`src/hw/purs_pkg.sv`:
```
// Package of constants, register map and state types for the power-up reset sequencer
package purs_pkg;

  // ----------------------------------------------------------------
  // Clock and timing
  // ----------------------------------------------------------------
  localparam int CLK_PERIOD_NS   = 100;
  localparam int OSC_CHECK_CYC   = 1032;
  localparam int FUSE_LOAD_CYC   = 1160;
  localparam int PUMP_UP_CYC     = 688;
  localparam int BANK_UP_CYC     = 617;
  localparam int WARM_POR_CYC    = 2256;
  localparam int WARM_OTHER_PCLK = 32;
  localparam int FILT_MIN_NS     = 475;
  localparam int FILT_MAX_NS     = 2000;
  // Least time rounds up, longest time rounds down
  localparam int FILT_MIN_CYC    = (FILT_MIN_NS + CLK_PERIOD_NS - 1) / CLK_PERIOD_NS;
  localparam int FILT_MAX_CYC    = FILT_MAX_NS / CLK_PERIOD_NS;
  // Filter accepts a low level held this many cycles
  localparam int FILT_ACCEPT_CYC = FILT_MIN_CYC + 1;
  localparam int PCLK_DIV        = 4;
  localparam logic [31:0] CPU_BOOT_ADDR = 32'h0000_0000;

  // ----------------------------------------------------------------
  // Register map
  // ----------------------------------------------------------------
  localparam logic [11:0] ADDR_EXC_STATUS  = 12'h000;
  localparam logic [11:0] ADDR_GLB_STATUS  = 12'h004;
  localparam logic [11:0] ADDR_RESET_CTRL  = 12'h008;
  localparam logic [11:0] ADDR_SEQ_STATUS  = 12'h00C;

  localparam int EXC_POWERUP_BIT = 15;
  localparam int EXC_WDOG_BIT    = 13;
  localparam int EXC_SELFTST_BIT = 5;
  localparam int EXC_SWRST_BIT   = 4;
  localparam int EXC_EXTRST_BIT  = 3;
  localparam int GLB_OSCFAIL_BIT = 0;
  localparam int GLB_SLIP0_BIT   = 8;
  localparam int GLB_SLIP1_BIT   = 9;
  localparam int CTRL_SWRST_BIT  = 0;

  localparam logic [15:0] EXC_RESET = 16'h0000;
  localparam logic [15:0] GLB_RESET = 16'h0000;

  // ----------------------------------------------------------------
  // Types
  // ----------------------------------------------------------------
  typedef enum logic [2:0] {
    PURS_WAIT_SUPPLY, PURS_OSC_CHECK, PURS_FUSE_LOAD, PURS_PUMP_UP, PURS_BANK_UP, PURS_RUN
  } purs_phase_t;

  // Internal reset event sources
  typedef struct packed {
    logic oscFail;
    logic pllSlip0;
    logic pllSlip1;
    logic watchdog;
    logic selfTest;
  } purs_events_t;

  // APB slave request
  typedef struct packed {
    logic        psel;
    logic        penable;
    logic        pwrite;
    logic [11:0] paddr;
    logic [31:0] pwdata;
  } purs_apb_req_t;

endpackage

```
`src/hw/purs_glitch_filter.sv`:
```
// Low-pulse glitch filter for an active-low reset input
`timescale 1ns/1ps
module purs_glitch_filter #(
  parameter int ACCEPT_CYC = purs_pkg::FILT_ACCEPT_CYC
) (
  input  wire logic clk,
  input  wire logic sys_rst,
  input  wire logic rawInN,
  output logic      filtLow
);

  typedef struct packed {
    logic [7:0] cnt;
    logic       low;
  } purs_filt_st_t;

  purs_filt_st_t st;
  purs_filt_st_t next_st;

  // Count consecutive low cycles; short lows are discarded
  always_comb begin
    next_st = st;
    if (rawInN) begin
      next_st.cnt = 8'h00;
      next_st.low = 1'b0;
    end else if (st.cnt >= 8'(ACCEPT_CYC - 1)) begin
      next_st.low = 1'b1;
    end else begin
      next_st.cnt = st.cnt + 8'h01;
    end
  end

  always_ff @(posedge clk or posedge sys_rst) begin
    if (sys_rst) begin
      st <= '0;
    end else begin
      st <= next_st;
    end
  end

  assign filtLow = st.low;

endmodule

```
`src/hw/purs_sequencer.sv`:
```
// Power-up reset sequencer with cause flags and APB status registers
//
// What this block does
// - After power-on release, wait 1032 cycles for oscillator check first.
// - Then fuse autoload 1160, flash pump 688, flash bank 617, in order.
// - Release CPU reset only after last phase; boot address is zero (this block has no boot address output; CPU_BOOT_ADDR is unused).
// - Start only with both supplies good and power-on reset released.
// - Power-on input filter drops lows under 475 ns, accepts over 2000 ns.
// - Warm reset pin input is filtered the same way.
// - Warm reset pin is open drain, driven low on any internal reset.
// - After power-on release, drive warm reset low at least 2256 cycles.
// - Other causes drive warm reset low at least 32 peripheral clocks.
// - Power-up reset sets exception status bit 15.
// - Oscillator failure sets global status bit 0.
// - PLL slip sets global status bits 8 and 9.
// - Watchdog or debugger reset sets exception status bit 13.
// - Self-test controller CPU reset sets exception status bit 5.
// - Software reset sets exception status bit 4.
// - External warm reset low sets exception status bit 3.
// - Core supply fault tristates outputs and forces power-on reset.
//
// The implementer's own choices: the address map and the APB slave port.
`timescale 1ns/1ps
module purs_sequencer #(
  parameter int OSC_CHECK_CYC = purs_pkg::OSC_CHECK_CYC,
  parameter int FUSE_LOAD_CYC = purs_pkg::FUSE_LOAD_CYC,
  parameter int PUMP_UP_CYC   = purs_pkg::PUMP_UP_CYC,
  parameter int BANK_UP_CYC   = purs_pkg::BANK_UP_CYC,
  parameter int WARM_POR_CYC  = purs_pkg::WARM_POR_CYC,
  parameter int PCLK_DIV      = purs_pkg::PCLK_DIV
) (
  input  wire logic                   clk,
  input  wire logic                   sys_rst,
  input  wire logic                   power_on_reset_in_n,
  input  wire logic                   core_power_good,
  input  wire logic                   io_power_good,
  input  wire logic                   warm_reset_pin_n_in,
  output logic                        warm_reset_pin_n_out,
  output logic                        warm_reset_pin_n_oe,
  input  wire purs_pkg::purs_events_t resetEvents,
  input  wire logic                   debugReset,
  output logic                        cpuReset,
  output logic                        outputsHiZ,
  input  wire purs_pkg::purs_apb_req_t apbReq,
  output logic [31:0]                 prdata,
  output logic                        pready,
  output logic                        pslverr
);

  // ----------------------------------------------------------------
  // State
  // ----------------------------------------------------------------
  typedef struct packed {
    purs_pkg::purs_phase_t phase;
    logic [11:0] phaseCnt;
    logic [11:0] holdCnt;
    logic [2:0]  pclkDiv;
    logic        pclkEn;
    logic        warmLow;
    logic        warmLowD;
    logic        pinDrive;
    logic        cpuRst;
    logic        hiZ;
    logic        extSeen;
    logic [15:0] excStatus;
    logic [15:0] glbStatus;
    logic        swReq;
    logic [31:0] rdata;
    logic        ready;
    logic        slverr;
  } purs_seq_st_t;

  purs_seq_st_t st;
  purs_seq_st_t next_st;

  logic porLow;
  logic extLow;
  logic supplyOk;
  logic internalEvt;
  logic extFromBoard;
  logic apbAccess;
  logic apbWr;
  logic apbRd;

  // ----------------------------------------------------------------
  // Input filters
  // ----------------------------------------------------------------
  purs_glitch_filter #(.ACCEPT_CYC(purs_pkg::FILT_ACCEPT_CYC)) u_por_filter (
    .clk     (clk),
    .sys_rst (sys_rst),
    .rawInN  (power_on_reset_in_n),
    .filtLow (porLow)
  );

  purs_glitch_filter #(.ACCEPT_CYC(purs_pkg::FILT_ACCEPT_CYC)) u_warm_filter (
    .clk     (clk),
    .sys_rst (sys_rst),
    .rawInN  (warm_reset_pin_n_in),
    .filtLow (extLow)
  );

  // Supply good and power-on release gate the sequence
  assign supplyOk    = core_power_good & io_power_good & ~porLow;
  assign internalEvt = (|resetEvents) | debugReset | st.swReq;
  // Echo of our own pin drive is masked until the filter has cleared
  assign extFromBoard = extLow & ~(st.warmLow | st.warmLowD);
  assign apbAccess   = apbReq.psel & apbReq.penable & ~st.ready;
  assign apbWr       = apbAccess & apbReq.pwrite;
  assign apbRd       = apbAccess & ~apbReq.pwrite;

  // ----------------------------------------------------------------
  // Next state
  // ----------------------------------------------------------------
  always_comb begin
    next_st = st;
    // Peripheral clock enable divider
    next_st.pclkEn = 1'b0;
    if (st.pclkDiv == 3'(PCLK_DIV - 1)) begin
      next_st.pclkDiv = 3'h0;
      next_st.pclkEn  = 1'b1;
    end else begin
      next_st.pclkDiv = st.pclkDiv + 3'h1;
    end

    // Power-up phase machine
    case (st.phase)
      purs_pkg::PURS_WAIT_SUPPLY: begin
        next_st.phaseCnt = 12'h000;
        if (supplyOk) begin
          next_st.phase = purs_pkg::PURS_OSC_CHECK;
        end
      end
      purs_pkg::PURS_OSC_CHECK: begin
        next_st.phaseCnt = st.phaseCnt + 12'h001;
        if (st.phaseCnt == 12'(OSC_CHECK_CYC - 1)) begin
          next_st.phaseCnt = 12'h000;
          next_st.phase    = purs_pkg::PURS_FUSE_LOAD;
        end
      end
      purs_pkg::PURS_FUSE_LOAD: begin
        next_st.phaseCnt = st.phaseCnt + 12'h001;
        if (st.phaseCnt == 12'(FUSE_LOAD_CYC - 1)) begin
          next_st.phaseCnt = 12'h000;
          next_st.phase    = purs_pkg::PURS_PUMP_UP;
        end
      end
      purs_pkg::PURS_PUMP_UP: begin
        next_st.phaseCnt = st.phaseCnt + 12'h001;
        if (st.phaseCnt == 12'(PUMP_UP_CYC - 1)) begin
          next_st.phaseCnt = 12'h000;
          next_st.phase    = purs_pkg::PURS_BANK_UP;
        end
      end
      purs_pkg::PURS_BANK_UP: begin
        next_st.phaseCnt = st.phaseCnt + 12'h001;
        if (st.phaseCnt == 12'(BANK_UP_CYC - 1)) begin
          next_st.phaseCnt = 12'h000;
          next_st.phase    = purs_pkg::PURS_RUN;
        end
      end
      purs_pkg::PURS_RUN: begin
        next_st.phaseCnt = 12'h000;
      end
      default: begin
        next_st.phase = purs_pkg::PURS_WAIT_SUPPLY;
      end
    endcase

    // Power-on fault restarts the whole sequence
    if (!supplyOk) begin
      next_st.phase   = purs_pkg::PURS_WAIT_SUPPLY;
      next_st.holdCnt = 12'(WARM_POR_CYC);
      next_st.excStatus[purs_pkg::EXC_POWERUP_BIT] = 1'b1;
    end
    next_st.hiZ = ~core_power_good;

    // Warm reset hold after power-on release, counted in clock cycles
    if (supplyOk && st.holdCnt != 12'h000 && st.phase != purs_pkg::PURS_RUN) begin
      next_st.holdCnt = st.holdCnt - 12'h001;
    end

    // Other causes: hold for peripheral clock periods
    if (st.phase == purs_pkg::PURS_RUN) begin
      if (internalEvt || extFromBoard) begin
        // One extra count covers the partial first peripheral period
        next_st.holdCnt = 12'(purs_pkg::WARM_OTHER_PCLK + 1);
      end else if (st.pclkEn && st.holdCnt != 12'h000) begin
        next_st.holdCnt = st.holdCnt - 12'h001;
      end
    end

    // Device drives pin low during power-up phases, on internal events, and for the hold that an external reset also starts
    next_st.warmLow = (st.phase != purs_pkg::PURS_RUN) || internalEvt || (next_st.holdCnt != 12'h000);
    next_st.cpuRst  = (next_st.phase != purs_pkg::PURS_RUN) || next_st.warmLow || extFromBoard;
    next_st.warmLowD = st.warmLow;
    next_st.pinDrive = next_st.warmLow & ~next_st.hiZ;
    next_st.swReq   = 1'b0;

    // External reset seen only when the device is not driving the pin
    next_st.extSeen = extFromBoard;

    // APB slave, one wait state then answer
    next_st.ready  = apbAccess;
    next_st.slverr = 1'b0;
    next_st.rdata  = 32'h0000_0000;
    if (apbWr) begin
      case (apbReq.paddr)
        purs_pkg::ADDR_EXC_STATUS: next_st.excStatus = st.excStatus & ~apbReq.pwdata[15:0];
        purs_pkg::ADDR_GLB_STATUS: next_st.glbStatus = st.glbStatus & ~apbReq.pwdata[15:0];
        purs_pkg::ADDR_RESET_CTRL: next_st.swReq = apbReq.pwdata[purs_pkg::CTRL_SWRST_BIT];
        purs_pkg::ADDR_SEQ_STATUS: next_st.slverr = 1'b0;
        default: next_st.slverr = 1'b1;
      endcase
    end
    if (apbRd) begin
      case (apbReq.paddr)
        purs_pkg::ADDR_EXC_STATUS: next_st.rdata = {16'h0000, st.excStatus};
        purs_pkg::ADDR_GLB_STATUS: next_st.rdata = {16'h0000, st.glbStatus};
        purs_pkg::ADDR_RESET_CTRL: next_st.rdata = 32'h0000_0000;
        purs_pkg::ADDR_SEQ_STATUS: next_st.rdata = {27'h0000000, st.cpuRst, 1'b0, st.phase};
        default: next_st.slverr = 1'b1;
      endcase
    end

    // Cause flags set after the clear so an event wins
    if (!supplyOk) begin
      next_st.excStatus[purs_pkg::EXC_POWERUP_BIT] = 1'b1;
    end
    if (resetEvents.oscFail) begin
      next_st.glbStatus[purs_pkg::GLB_OSCFAIL_BIT] = 1'b1;
    end
    if (resetEvents.pllSlip0) begin
      next_st.glbStatus[purs_pkg::GLB_SLIP0_BIT] = 1'b1;
    end
    if (resetEvents.pllSlip1) begin
      next_st.glbStatus[purs_pkg::GLB_SLIP1_BIT] = 1'b1;
    end
    if (resetEvents.watchdog || debugReset) begin
      next_st.excStatus[purs_pkg::EXC_WDOG_BIT] = 1'b1;
    end
    if (resetEvents.selfTest) begin
      next_st.excStatus[purs_pkg::EXC_SELFTST_BIT] = 1'b1;
    end
    if (st.swReq) begin
      next_st.excStatus[purs_pkg::EXC_SWRST_BIT] = 1'b1;
    end
    if (st.extSeen) begin
      next_st.excStatus[purs_pkg::EXC_EXTRST_BIT] = 1'b1;
    end
  end

  // ----------------------------------------------------------------
  // State register
  // ----------------------------------------------------------------
  always_ff @(posedge clk or posedge sys_rst) begin
    if (sys_rst) begin
      st           <= '0;
      st.phase     <= purs_pkg::PURS_WAIT_SUPPLY;
      st.warmLow   <= 1'b1;
      st.cpuRst    <= 1'b1;
      st.hiZ       <= 1'b1;
      st.excStatus <= purs_pkg::EXC_RESET;
      st.glbStatus <= purs_pkg::GLB_RESET;
    end else begin
      st <= next_st;
    end
  end

  // Open drain: output always low, enable when pulling
  assign warm_reset_pin_n_out = 1'b0;
  assign warm_reset_pin_n_oe  = st.pinDrive;
  assign cpuReset   = st.cpuRst;
  assign outputsHiZ = st.hiZ;
  assign prdata     = st.rdata;
  assign pready     = st.ready;
  assign pslverr    = st.slverr;
endmodule

```
`config.mk`:
```
export PLATFORM = sky130hd
export DESIGN_NAME = purs_sequencer
export DESIGN_NICKNAME = d
export VERILOG_FILES = /design/src/hw/purs_pkg.sv /design/src/hw/purs_glitch_filter.sv /design/src/hw/purs_sequencer.sv
export SDC_FILE = /design/constraint.sdc
export NUM_CORES = 1
export LEC_CHECK = 0
export ABC_AREA = 1
export BUFFER_PORTS_ARGS = -buffer_cell sky130_fd_sc_hd__buf_2
export CORE_MARGIN = 10
export CORE_UTILIZATION = 57
export CTS_CLUSTER_DIAMETER = 50
export DETAILED_ROUTE_END_ITERATION = 8
export PLACE_DENSITY = 0.81
export SETUP_SLACK_MARGIN = 0.05
export SYNTH_ARGS = -nofsm -noshare
export SYNTH_HDL_FRONTEND = slang
export SYNTH_HIERARCHICAL = 1
export SYNTH_SLANG_ARGS = --single-unit
```
`constraint.sdc`:
```
create_clock -name clk -period 3.45 [get_ports clk]
set_input_delay 0.69 -clock clk [delete_from_list [all_inputs] [get_ports clk]]
set_output_delay 0.69 -clock clk [all_outputs]
set_load 0.005 [all_outputs]
```
==> run metrics <==
outcome=completed; GRT overflow=0; DR DRC count=0; DR pass1 iterations=5; endpoints failing setup=0; VDD IR max=0.227 mV; Final Max Tran Viols=0; Post-CTS Setup Bufs=0; WP data arrival=2.47 ns; Top Ports=97; fmax=458 MHz; Rows=36; Placed Instances=879; Synth Register Bits=106; number of global-route vias before repair=4656; RSZ-0062 raised after global routing=false; pin count of the biggest net entering global routing=40; setup TNS=0 ns; Total GRT Usage=0.170; global-route wire length before repair=21000 um; Rel. slew slack=0.556; overall die height=120 um; Post-synth EDFFs=0; synthesis-to-finish area growth=8.79%; WL per Instance=13.4 um; synthesized instance count=704; Max FO, Critical Path=11; most frequent cells in the layout=nand2_1 (127), inv_1 (119), dfrtp_1 (103); CTS tree=built; P_leak=3.45 nW; DRT iter0 DRCs=372; Area contributors post-synth=dfrtp_1 (45%), nand2_1 (8.3%), inv_1 (7.9%); element type at the critical path end=flip-flop; WP data required=3.74 ns; critical path type=in2reg; full die area=0.0145 mm^2; startpoint types=input pin; CTS max path bufs=2; Max Cap Viol=0; Top FF cell, synth=dfrtp_1; hold violation count in the final report=0; gpl congestion=0.896; syn_area_per_cell=8.15 um^2; final worst clock skew=0.0163 ns; ys async rst share=1.00; post-route insts no fill=895; # diodes=0; share of cells above drive strength 1=0.193; distinct cell type count after synthesis=42; Final period util=0.633; post-synth top area share=0.449; P per Cell Area=394 mW/mm^2; routed vias/inst=5.09; sequential fraction of the synthesis area=0.463; final antenna-violating net count=0; clock slew at reported path FFs=0.11 ns; Final nets=827; Synth Cell Area=0.00574 mm^2; vias post-DR=4552; Least-Margin Pin Slew=0.665 ns; H-tree Lvls=3; DIE WIDTH=120 um; most common cell after layout, fill and taps aside=nand2_1; IO buf count=63; Hold Path Class=in2async; final WL=12000 um; initial antenna violation count=0; Worst-Skew Late Latency=0.36 ns; hold buffer count at CTS=0; Resize count post-CTS=0; area leader, netlist=dfrtp_1; Starting Density=0.587; Root Driver=clkbuf_8; YS warnings=6; min cycle time layout=2.19 ns; CTS buffer count=9; Clock Sink Count=106; post-detail-place hpwl=9030 um; Core Footprint=0.00977 mm^2
-- cell usage after synthesis (11+ instances only) --
cell type and count:
o21ai_0 12, xor2_1 13, inv_2 17, nand2_1 127
nand4_1 11, buf_4 34, nand3_1 65, inv_1 120
nor2_2 12, ha_1 11, a21oi_1 33, nor2_1 66
dfrtp_1 103
-- worst max-delay path, stage by stage --
cell and delay, ns:
buf_2 0.09, nand2_1 0.07, nor2_1 0.38, nand2_1 0.13, inv_2 0.11, nand2_4 0.12
nand2_4 0.15, nand2_1 0.07, nand3_1 0.11, nand2_1 0.10, nor2_1 0.13, nand3_1 0.10
nor2_2 0.13, nand2_1 0.08
-- logic make-up after synthesis --
| family | after synthesis | share of synthesized area |
|---|---|---|
| buffers and inverters | 180 | 0.144 |
| AOI/OAI and AO/OA | 72 | 0.0774 |
| other | 1 | 0.000654 |
| adders and majority gates | 11 | 0.0240 |
| xor gates and xnor gates | 14 | 0.0214 |
| and+or+nand+nor | 320 | 0.269 |
| DFF | 106 | 0.463 |
-- state kept, by name, indices dropped and copies added (netlist names) --
| signal | cells |
|---|---|
| u_warm_filter/filtLow | 1 |
| warm_reset_pin_n_oe | 1 |
| u_por_filter/st | 8 |
| pready | 1 |
| prdata | 16 |
| u_por_filter/filtLow | 1 |
| pslverr | 1 |
| outputsHiZ | 1 |
| next_st | 1 |
| u_warm_filter/st | 8 |
| cpuReset | 1 |
| st | 66 |
-- path summary, 6_finish.rpt --
check,startpoint,end,slack [ns],depth (start not counted)
max,core_power_good,cpuReset$_DFF_PP1_,1.26,14
min,sys_rst,u_warm_filter/st[3]$_DFFE_PP0P_,0.30,2
max reg2reg,st[77]$_DFF_PP0_,cpuReset$_DFF_PP1_,1.32,13
min reg2reg,next_st[71]$_DFF_PP1_,st[71]$_DFF_PP0_,0.41,0
max in group asynchronous,sys_rst,cpuReset$_DFF_PP1_,2.22,3
min in group clk,next_st[71]$_DFF_PP1_,st[71]$_DFF_PP0_,0.41,0
-- cell type report --
cell class,instances,area [um^2]
multi-input cells,434,2310
fillers,842,3530
inverters,137,515
well taps,133,166
repair buffers,69,360
flip-flops and latches,106,2660
clock buffers,9,124
clock inverters,7,106
-- per-stage QoR --
stage          power [mW]  area (um^2)  setup slack, ns  hold WS, ns   util
2_1_floorplan        1.55         5800            0.486        0.389      -
3_3_place_gp         1.61         6010            0.959        0.391  0.615
3_5_place_dp         1.62         6010            0.909        0.393  0.615
4_1_cts              2.48         6240             1.28        0.299  0.638
5_1_grt              2.58         6240             1.07        0.308  0.638
6_report             2.46         6240             1.26        0.303  0.638
-- where the power goes --
group	total, mW	switching [mW]	internal (mW)
clock	0.865	0.442	0.422
combinational	0.283	0.184	0.0989
sequential	1.31	0.0391	1.27
-- per-layer routing --
metal  vias to the layer above  GRT usage  routed length (um)
li1                       2263          -                   -
met1                      2132      0.219                5550
met2                       146      0.283                5670
met3                        11     0.0312                 692
met4                         0     0.0551                 100
met5                         -          0                   0
Power figures use the tool's default switching activity.
